[config.mk]
export PLATFORM = sky130hd
export DESIGN_NAME = rsp_status_serial
export DESIGN_NICKNAME = d
export VERILOG_FILES = /design/src/include/rsp_pkg.sv /design/src/design/rsp_status_serial.sv
export VERILOG_INCLUDE_DIRS = /design/src /design/src/include
export SDC_FILE = /design/constraint.sdc
export NUM_CORES = 1
export LEC_CHECK = 0
export BUFFER_PORTS_ARGS = -buffer_cell sky130_fd_sc_hd__buf_2
export CORE_MARGIN = 3
export CORE_UTILIZATION = 65
export DETAILED_ROUTE_END_ITERATION = 12
export PLACE_DENSITY = 0.84
export SYNTH_ARGS = -nofsm -noshare
export SYNTH_HDL_FRONTEND = slang
export SYNTH_SLANG_ARGS = --single-unit
[constraint.sdc]
create_clock -name clock_i -period 5.8 [get_ports clock_i]
set_clock_uncertainty 0.2 [all_clocks]
set_input_delay 1.16 -clock clock_i [delete_from_list [all_inputs] [get_ports clock_i]]
set_output_delay 1.16 -clock clock_i [all_outputs]
set_load 0.005 [all_outputs]
[src/include/rsp_params.svh]
// Offsets, field positions, reset values and timing counts for the status/serial block.
// Assumes a 40 MHz core clock; included by bare name.
`ifndef RSP_PARAMS_SVH
`define RSP_PARAMS_SVH
`define RSP_ADDR_CTRL       8'h6A
`define RSP_ADDR_WORD16     8'h6B
`define RSP_ADDR_READ       8'h6C
`define RSP_ADDR_BITS       5'h08
`define RSP_WORD_BITS       5'h10
`define RSP_CTRL_MODE_MSB   2
`define RSP_CTRL_PT2_BIT    2
`define RSP_CTRL_EASE_BIT   3
`define RSP_CTRL_STRICT_BIT 4
`define RSP_CTRL_TEST_LSB   5
`define RSP_CTRL_TEST_MSB   8
`define RSP_CTRL_RESET      16'h0003
`define RSP_SET_LAST        6'h2F
`define RSP_ERR_LVL1        6'h14
`define RSP_ERR_LVL2        6'h28
`define RSP_CLK_MHZ         40
`define RSP_LOCK_PULSE_US   421
`define RSP_LOCK_PULSE_CYC  (`RSP_LOCK_PULSE_US * `RSP_CLK_MHZ)
`define RSP_WORD_W          16
`define RSP_FIFO_DEPTH      8
`endif

[src/include/rsp_pkg.sv]
// Types used by the status/serial block; its bench does not use them.
// Assumes nothing beyond a SystemVerilog compiler.
package rsp_pkg;
  typedef enum logic [1:0] {
    RSP_ST_ADDR = 2'h0,
    RSP_ST_IN   = 2'h1,
    RSP_ST_OUT  = 2'h3,
    RSP_ST_SKIP = 2'h2
  } rsp_ser_state_t;
  typedef enum logic [1:0] {
    RSP_RES_UNCORR = 2'h0,
    RSP_RES_CORR   = 2'h1,
    RSP_RES_CLEAN  = 2'h2
  } rsp_result_t;
endpackage

[src/design/rsp_status_serial.sv]
// Status pin encoder, block data FIFO and addressed three-wire serial port of the data decoder.
// Assumes block results arrive on clock_i; serial and test pins are asynchronous and get synchronised.
`include "rsp_params.svh"

module rsp_fifo #(
  parameter int W = 16,
  parameter int D = 8
) (
  input  wire logic         clock_i,
  input  wire logic         resetn_i,
  // Fill side
  input  wire logic         in_valid_i,
  input  wire logic [W-1:0] in_data_i,
  output logic              in_ready_o,
  // Drain side
  output logic              out_valid_o,
  output logic [W-1:0]      out_data_o,
  input  wire logic         out_ready_i
);
  localparam int AW = $clog2(D);
  localparam int CW = $clog2(D + 1);
  logic [W-1:0]  mem [D];
  logic [AW-1:0] wp_reg, wp_next, rp_reg, rp_next;
  logic [CW-1:0] cnt_reg, cnt_next;
  logic          rdy_reg, rdy_next;
  logic          push, pop;

  assign push        = in_valid_i && rdy_reg;
  assign pop         = out_ready_i && (cnt_reg != '0);
  assign in_ready_o  = rdy_reg;
  assign out_valid_o = cnt_reg != '0;
  assign out_data_o  = mem[rp_reg];

  always_comb begin
    wp_next  = push ? ((wp_reg == AW'(D - 1)) ? '0 : wp_reg + 1'b1) : wp_reg;
    rp_next  = pop ? ((rp_reg == AW'(D - 1)) ? '0 : rp_reg + 1'b1) : rp_reg;
    cnt_next = CW'(cnt_reg + CW'(push) - CW'(pop));
    rdy_next = cnt_next != CW'(D);
  end

  // Memory has no reset; only the pointers, count and ready flag need defined values
  always_ff @(posedge clock_i) begin
    if (push) begin
      mem[wp_reg] <= in_data_i;
    end
  end

  always_ff @(posedge clock_i or negedge resetn_i) begin
    if (!resetn_i) begin
      wp_reg  <= '0;
      rp_reg  <= '0;
      cnt_reg <= '0;
      rdy_reg <= 1'b1;
    end else begin
      wp_reg  <= wp_next;
      rp_reg  <= rp_next;
      cnt_reg <= cnt_next;
      rdy_reg <= rdy_next;
    end
  end
endmodule

module rsp_status_serial #(
  parameter int LOCK_PULSE_CYC = `RSP_LOCK_PULSE_CYC
) (
  input  wire logic        clock_i,
  input  wire logic        resetn_i,
  // Decoded block results
  input  wire logic        blk_valid_i,
  output logic             blk_ready_o,
  input  wire logic [15:0] blk_data_i,
  input  wire logic [1:0]  blk_result_i,
  input  wire logic        blk_pre_err_i,
  input  wire logic        blk_sync_i,
  input  wire logic        traffic_alert_flag_i,
  input  wire logic        ari_carrier_i,
  input  wire logic        rds_detect_i,
  input  wire logic        rds_detect_strict_i,
  input  wire logic        soft_strong_i,
  input  wire logic        soft_weak_i,
  // Test and standby pins
  input  wire logic        factory_test_pin_i,
  input  wire logic        standby_pin_i,
  // Serial bus pins
  input  wire logic        select_pin_i,
  input  wire logic        shift_tick_pin_i,
  input  wire logic        serial_input_pin_i,
  output logic             serial_output_out_o,
  output logic             serial_output_oe_o,
  // Open-drain status pins; the last output below is a plain push-pull level
  output logic             status_pin_a_out_o,
  output logic             status_pin_a_oe_o,
  output logic             status_pin_b_out_o,
  output logic             status_pin_b_oe_o,
  output logic             lock_pin_out_o,
  output logic             lock_pin_oe_o,
  output logic             signal_presence_pin_out_o,
  output logic             signal_presence_pin_oe_o,
  output logic             soft_reliability_output_o,
  // Host-written words
  output logic [15:0]      word16_o,
  output logic             word16_stb_o,
  output logic [3:0]       test_bits_o
);
  localparam int PW = 15;

  function automatic logic [1:0] base_mode(input logic [2:0] m);
    base_mode = m[1:0];
  endfunction

  function automatic rsp_pkg::rsp_ser_state_t decode(input logic [7:0] a);
    case (a)
      `RSP_ADDR_CTRL:   decode = rsp_pkg::RSP_ST_IN;
      `RSP_ADDR_WORD16: decode = rsp_pkg::RSP_ST_IN;
      `RSP_ADDR_READ:   decode = rsp_pkg::RSP_ST_OUT;
      default:          decode = rsp_pkg::RSP_ST_SKIP;
    endcase
  endfunction

  // Pin synchronisers: select, tick, data, standby, test
  logic [4:0] s1_reg, s2_reg;
  logic       ce_s, cl_s, di_s, link_ok;
  logic       ce_prev_reg, cl_prev_reg, ce_rise, ce_fall, cl_rise;
  always_ff @(posedge clock_i or negedge resetn_i) begin
    if (!resetn_i) begin
      s1_reg      <= 5'h00;
      s2_reg      <= 5'h00;
      ce_prev_reg <= 1'b0;
      cl_prev_reg <= 1'b0;
    end else begin
      s1_reg      <= {factory_test_pin_i, standby_pin_i, serial_input_pin_i, shift_tick_pin_i, select_pin_i};
      s2_reg      <= s1_reg;
      ce_prev_reg <= s2_reg[0];
      cl_prev_reg <= s2_reg[1];
    end
  end
  assign ce_s    = s2_reg[0];
  assign cl_s    = s2_reg[1];
  assign di_s    = s2_reg[2];
  assign link_ok = !s2_reg[3] && !s2_reg[4];
  assign ce_rise = ce_s && !ce_prev_reg;
  assign ce_fall = !ce_s && ce_prev_reg;
  assign cl_rise = cl_s && !cl_prev_reg;

  // Block data buffer
  logic        f_valid, f_pop;
  logic [15:0] f_data;
  rsp_fifo #(.W(`RSP_WORD_W), .D(`RSP_FIFO_DEPTH)) u_fifo (
    .clock_i    (clock_i),
    .resetn_i   (resetn_i),
    .in_valid_i (blk_valid_i),
    .in_data_i  (blk_data_i),
    .in_ready_o (blk_ready_o),
    .out_valid_o(f_valid),
    .out_data_o (f_data),
    .out_ready_i(f_pop)
  );

  // Serial port
  rsp_pkg::rsp_ser_state_t st_reg, st_next;
  logic [4:0]  cnt_reg, cnt_next;
  logic [7:0]  addr_reg, addr_next;
  logic [15:0] sh_reg, sh_next, ctrl_reg, ctrl_next, word_reg, word_next;
  logic        stb_reg, stb_next, do_oe_reg, do_oe_next;
  logic        ld_reg, ld_next;

  always_comb begin
    st_next   = st_reg;
    cnt_next  = cnt_reg;
    addr_next = addr_reg;
    sh_next   = sh_reg;
    ctrl_next = ctrl_reg;
    word_next = word_reg;
    stb_next  = 1'b0;
    ld_next   = ld_reg;
    f_pop     = 1'b0;
    case (st_reg)
      rsp_pkg::RSP_ST_ADDR: begin
        if (ce_rise) begin
          st_next  = (cnt_reg == `RSP_ADDR_BITS) ? decode(addr_reg) : rsp_pkg::RSP_ST_SKIP;
          cnt_next = (st_next == rsp_pkg::RSP_ST_OUT) ? `RSP_WORD_BITS : 5'h00;
        end else if (!ce_s && cl_rise && cnt_reg != `RSP_ADDR_BITS) begin
          addr_next = {di_s, addr_reg[7:1]};
          cnt_next  = cnt_reg + 5'h01;
        end
      end
      rsp_pkg::RSP_ST_IN: begin
        if (ce_fall) begin
          st_next  = rsp_pkg::RSP_ST_ADDR;
          cnt_next = 5'h00;
          if (cnt_reg == `RSP_WORD_BITS && addr_reg == `RSP_ADDR_CTRL) begin
            ctrl_next = sh_reg;
          end else if (cnt_reg == `RSP_WORD_BITS) begin
            word_next = sh_reg;
            stb_next  = 1'b1;
          end
        end else if (cl_rise) begin
          sh_next  = {di_s, sh_reg[15:1]};
          cnt_next = (cnt_reg == `RSP_WORD_BITS) ? cnt_reg : cnt_reg + 5'h01;
        end
      end
      rsp_pkg::RSP_ST_OUT: begin
        if (ce_fall) begin
          st_next  = rsp_pkg::RSP_ST_ADDR;
          cnt_next = 5'h00;
        end else if (cnt_reg == `RSP_WORD_BITS) begin
          // Only a peek: a word leaves the buffer after its last bit, so a host stopping early loses nothing
          // An empty buffer reads as zeros so a sharing host can tell who asked
          ld_next  = f_valid;
          sh_next  = f_valid ? f_data : 16'h0000;
          cnt_next = 5'h00;
        end else if (cl_rise) begin
          f_pop    = ld_reg && (cnt_reg == `RSP_WORD_BITS - 5'h01);
          sh_next  = {1'b0, sh_reg[15:1]};
          cnt_next = cnt_reg + 5'h01;
        end
      end
      rsp_pkg::RSP_ST_SKIP: begin
        if (ce_fall) begin
          st_next  = rsp_pkg::RSP_ST_ADDR;
          cnt_next = 5'h00;
        end
      end
      default: begin
        st_next  = rsp_pkg::RSP_ST_ADDR;
        cnt_next = 5'h00;
      end
    endcase
    if (!link_ok) begin
      st_next  = rsp_pkg::RSP_ST_ADDR;
      cnt_next = 5'h00;
    end
    do_oe_next = (st_next == rsp_pkg::RSP_ST_OUT) && !sh_next[0];
  end

  always_ff @(posedge clock_i or negedge resetn_i) begin
    if (!resetn_i) begin
      st_reg    <= rsp_pkg::RSP_ST_ADDR;
      cnt_reg   <= 5'h00;
      addr_reg  <= 8'h00;
      sh_reg    <= 16'h0000;
      ctrl_reg  <= `RSP_CTRL_RESET;
      word_reg  <= 16'h0000;
      stb_reg   <= 1'b0;
      do_oe_reg <= 1'b0;
      ld_reg    <= 1'b0;
    end else begin
      st_reg    <= st_next;
      cnt_reg   <= cnt_next;
      addr_reg  <= addr_next;
      sh_reg    <= sh_next;
      ctrl_reg  <= ctrl_next;
      word_reg  <= word_next;
      stb_reg   <= stb_next;
      do_oe_reg <= do_oe_next;
      ld_reg    <= ld_next;
    end
  end

  // Status encoding
  logic [2:0]    mode;
  logic [1:0]    bm;
  logic          inv;
  logic          sp_reg, sp_next;
  rsp_pkg::rsp_result_t res_reg, res_next;
  logic [5:0]    blk_reg, blk_next, err_reg, err_next, err_acc;
  logic [1:0]    code_reg, code_next;
  logic [PW-1:0] pul_reg, pul_next;
  logic          a_oe_reg, a_oe_next, b_oe_reg, b_oe_next, lk_oe_reg, lk_oe_next;
  logic          pr_oe_reg, pr_oe_next, soft_reg, soft_next;
  logic          lv_a, lv_b, lv_lk;

  assign mode = ctrl_reg[`RSP_CTRL_MODE_MSB:0];
  assign bm   = base_mode(mode);
  assign inv  = ctrl_reg[`RSP_CTRL_PT2_BIT];

  always_comb begin
    sp_next   = sp_reg;
    res_next  = res_reg;
    blk_next  = blk_reg;
    err_next  = err_reg;
    code_next = code_reg;
    pul_next  = (pul_reg != '0) ? pul_reg - 1'b1 : pul_reg;
    err_acc   = err_reg + {5'h00, blk_pre_err_i};
    if (blk_valid_i) begin
      sp_next  = blk_sync_i;
      res_next = rsp_pkg::rsp_result_t'(blk_result_i);
      if (blk_sync_i) begin
        pul_next = PW'(LOCK_PULSE_CYC);
      end
      if (blk_reg == `RSP_SET_LAST) begin
        blk_next  = 6'h00;
        err_next  = 6'h00;
        code_next = (err_acc == 6'h00) ? 2'h0 : (err_acc <= `RSP_ERR_LVL1) ? 2'h1 :
                    (err_acc <= `RSP_ERR_LVL2) ? 2'h2 : 2'h3;
      end else begin
        blk_next = blk_reg + 6'h01;
        err_next = err_acc;
      end
    end
    // Levels are the wanted pin levels; a released pin reads high through the pull-up
    lv_a = 1'b1;
    lv_b = 1'b1;
    if (mode == 3'h4) begin
      {lv_a, lv_b} = code_reg;
    end else begin
      case (bm)
        2'h1: lv_b = !traffic_alert_flag_i ^ inv;
        2'h2: lv_b = !ari_carrier_i ^ inv;
        2'h3: begin
          lv_a = (res_reg != rsp_pkg::RSP_RES_UNCORR) ^ inv;
          lv_b = (res_reg == rsp_pkg::RSP_RES_CLEAN) ^ inv;
        end
        default: lv_a = 1'b1;
      endcase
    end
    lv_lk      = ((bm == 2'h3) ? (!sp_reg || pul_reg != '0) : !sp_reg) ^ inv;
    a_oe_next  = !lv_a;
    b_oe_next  = !lv_b;
    lk_oe_next = !lv_lk;
    pr_oe_next = (ctrl_reg[`RSP_CTRL_STRICT_BIT] ? rds_detect_strict_i : rds_detect_i) ^ inv;
    soft_next  = ctrl_reg[`RSP_CTRL_EASE_BIT] ? soft_weak_i : soft_strong_i;
  end

  always_ff @(posedge clock_i or negedge resetn_i) begin
    if (!resetn_i) begin
      sp_reg    <= 1'b0;
      res_reg   <= rsp_pkg::RSP_RES_UNCORR;
      blk_reg   <= 6'h00;
      err_reg   <= 6'h00;
      code_reg  <= 2'h0;
      pul_reg   <= '0;
      a_oe_reg  <= 1'b0;
      b_oe_reg  <= 1'b0;
      lk_oe_reg <= 1'b0;
      pr_oe_reg <= 1'b0;
      soft_reg  <= 1'b0;
    end else begin
      sp_reg    <= sp_next;
      res_reg   <= res_next;
      blk_reg   <= blk_next;
      err_reg   <= err_next;
      code_reg  <= code_next;
      pul_reg   <= pul_next;
      a_oe_reg  <= a_oe_next;
      b_oe_reg  <= b_oe_next;
      lk_oe_reg <= lk_oe_next;
      pr_oe_reg <= pr_oe_next;
      soft_reg  <= soft_next;
    end
  end

  // Open-drain pins only ever pull low
  assign serial_output_out_o       = 1'b0;
  assign status_pin_a_out_o        = 1'b0;
  assign status_pin_b_out_o        = 1'b0;
  assign lock_pin_out_o            = 1'b0;
  assign signal_presence_pin_out_o = 1'b0;
  assign serial_output_oe_o        = do_oe_reg;
  assign status_pin_a_oe_o         = a_oe_reg;
  assign status_pin_b_oe_o         = b_oe_reg;
  assign lock_pin_oe_o             = lk_oe_reg;
  assign signal_presence_pin_oe_o  = pr_oe_reg;
  assign soft_reliability_output_o = soft_reg;
  assign word16_o                  = word_reg;
  assign word16_stb_o              = stb_reg;
  assign test_bits_o               = ctrl_reg[`RSP_CTRL_TEST_MSB:`RSP_CTRL_TEST_LSB];
endmodule

==> run metrics <==
Syn Inst Count=679; Final Hold Fails=0; core box area=15400 um^2; Final min period=3.33 ns; antenna viol nets, final=0; hold crit path type=reg2reg; grt peak-use layer=met2; row cnt=45; H-tree depth=1; gpl congestion=0.861; setup TNS=0 ns; Max-slew headroom=28.9%; largest family of logic cells by synthesized area=multiplexers; Switching Power=0.000893 W; Port-buffer cells=61; Power Dens Cells=340 nW/um^2; delay-heaviest family, CP=simple AND/OR/NAND/NOR gates; Logic pwr share=6.9%; Post-Route WL=20700 um; post-route DRC violation count=0; RSZ-0062 raised after global routing=false; I/O pin count=67; Worst path most repeated cell=ha_1; number of global-route vias before repair=6362; CTS buffer count=25; CP Launch Type=register; synth top area cells=edfxtp_1 37%, dfrtp_1 28%, mux4_2 7.0%, mux2_2 4.9%, ha_1 1.9%; initial cell density of the core=67.3%; Max-Cap Viols=0; first-pass GRT wire length=33900 um; CTS Hold Bufs=0; #FFs+latches synth=247; CP Class=reg2reg; GR Util met2=42.9%; max-slew violations=0; Most used DFF post-synth=edfxtp_1; Overall Global Routing Usage=24.7%; max incr delay on CP=0.70 ns; Die Height=132 um; Clock Path Buffers=3; Seq pwr share=51.0%; sequential share of the synthesized area=66.0%; dpl hpwl=13500 um; GR Util met1=32.7%; post-synthesis cell area=10300 um^2; Critical Path RT=6.05 ns; Routed wire per std cell=21.2 um; Synth Area in Simple Gates=7.51%; async set-reset flop share out of synthesis=48.2%; area share of the largest cell type after synthesis=37.2%; Final Net Count=798; initial antenna violation count=0; cts repair resizes=0; Int Power=0.00310 W; die width=132 um; slowest cell on the critical path=nor4_1; status=completed; drt pass-1 iters=5; clk_lat worst skew=0.53 ns; Clock power frac=42.1%; Largest register FFs=128; clk sink count=247; Area growth, synth to finish=13.6%; mean post-synth cell area=15.2 um^2; Ant. Diodes=0; largest net degree at the start of global routing=83; root buf cell=clkbuf_16; Die Area=17500 um^2; crit path buf inv count=2; FMAX=300 MHz; P_leak=4.65 nW; period utilisation layout=57.4%; grt total ovfl=0; ratio of cells with drive above 1 in the final layout=27.3%; Worst-Margin Slew=1.06 ns; Total Power=0.00399 W; setup bufs post-CTS=0; EDFF count, synth=128; 1st-iter DRT viols=541; Critical Path AT=3.58 ns; CP Cell Sequence=inv_1 > ha_1 > nand4bb_1 > nand3_1 > nor4_1 > ha_1 > inv_1 > ha_1 > fa_1 > nor3_1 > nand2_1; Yosys warnings=0; Setup crit end kind=register; drt via density=6.18; sw frac=22.4%; fraction of the mapped netlist area in adder cells=2.13%; largest area contributor in the netlist=edfxtp_1; # setup viols final=0; via count=6034; peak supply drop=0.000336 V; Netlist cell types=69; Worst Path Max Fanout=5; mux contribution to synthesized area=13.7%; met3 track demand over resource=3.28%; Synth Area in Compound Gates=6.51%; clk slew on worst S/H paths=0.06 ns; CTS tree=yes; xor/xnor share of the synthesized area=1.52%
## layer usage
metal	wire [um]	vias up
met5	0	-
met4	629	0
met3	1110	49
met2	10600	216
met1	8410	3059
li1	-	2710
## cell usage after synthesis (all sizes together) (4+ instances only)
library cell,n
edfxtp,128
dfrtp,116
mux2,45
mux4,32
nand2,31
o21ai,31
nor2,27
inv,23
clkbuf,21
mux2i,19
buf,16
ha,16
nand2b,15
a22oi,14
a21oi,13
nor3,12
nor4,10
xor2,10
xnor2,8
nand3,6
a211oi,5
and3,5
nand4,5
o22ai,5
o31ai,5
or4,5
a21o,4
## metrics by stage
| stage | cell area (um^2) | setup slack (ns) | util [%] | hold slack (ns) | instances |
|---|---|---|---|---|---|
| final | 11700 | 2.47 | 76.4 | 0.151 | 977 |
| after global routing | 11700 | 2.27 | 76.4 | 0.166 | 977 |
| after CTS | 11700 | 2.45 | 76.4 | 0.151 | 977 |
| after detailed placement | 10900 | 2.49 | 70.7 | 0.136 | 931 |
| after global placement | 10900 | 2.59 | 70.7 | 0.133 | 931 |
| after floorplan | 10400 | 1.91 | - | 0.131 | 683 |
## final cells by class
class	count	area [um^2]
fillers	906	3620
repair buffers	74	405
clock buffers	35	703
flip-flops and latches	247	6830
clock inverters	11	173
inverters	23	86.3
multi-input cells	376	3290
well taps	211	264
## kinds of logic after synthesis
group / after synthesis
AO/OA/AOI/OAI: 100
adder cells (fa/ha/maj): 17
flip-flops: 247
XOR/XNOR: 18
multiplexers: 96
buffers and inverters: 60
AND/OR/NAND/NOR: 140
other: 1
## final timing paths
kind / startpoint / endpoint / slack, ns / cells after the start
max: cnt_reg[0]$_DFFE_PN0P_ / u_fifo.in_ready_o$_DFF_PN1_ / 2.47 / 11
min: s1_reg[2]$_DFF_PN0_ / s2_reg[2]$_DFF_PN0_ / 0.15 / 0
min in group asynchronous: resetn_i / pul_reg[8]$_DFF_PN0_ / 0.60 / 1
max reg2reg: cnt_reg[0]$_DFFE_PN0P_ / u_fifo.in_ready_o$_DFF_PN1_ / 2.47 / 11
min reg2reg: s1_reg[2]$_DFF_PN0_ / s2_reg[2]$_DFF_PN0_ / 0.15 / 0
max in group asynchronous: resetn_i / u_fifo.in_ready_o$_DFF_PN1_ / 3.74 / 2
## power groups by stage
stage,clock [W],combinational [W],sequential [W]
after floorplan,0,0.000216,0.00203
after global placement,0,0.000259,0.00206
after detailed placement,0,0.000278,0.00207
after CTS,0.00171,0.000280,0.00204
after global routing,0.00177,0.000317,0.00206
final,0.00168,0.000277,0.00204
## cell usage in the layout (no fill, tap or decap), types with 6 or more instances in the layout
| cell | instances |
|---|---|
| edfxtp_1 | 128 |
| dfrtp_1 | 115 |
| buf_2 | 60 |
| mux2_2 | 45 |
| mux4_2 | 32 |
| nand2_1 | 31 |
| o21ai_0 | 30 |
| nor2_1 | 27 |
| clkbuf_16 | 25 |
| inv_1 | 23 |
| mux2i_1 | 19 |
| ha_1 | 16 |
| nand2b_1 | 15 |
| a22oi_1 | 14 |
| buf_4 | 14 |
| a21oi_1 | 13 |
| xor2_1 | 10 |
| xnor2_1 | 8 |
| nor3_1 | 8 |
| nor4_1 | 8 |
| nand3_1 | 6 |
| clkbuf_1 | 6 |
Note: power is estimated with default switching activity, not from simulation.
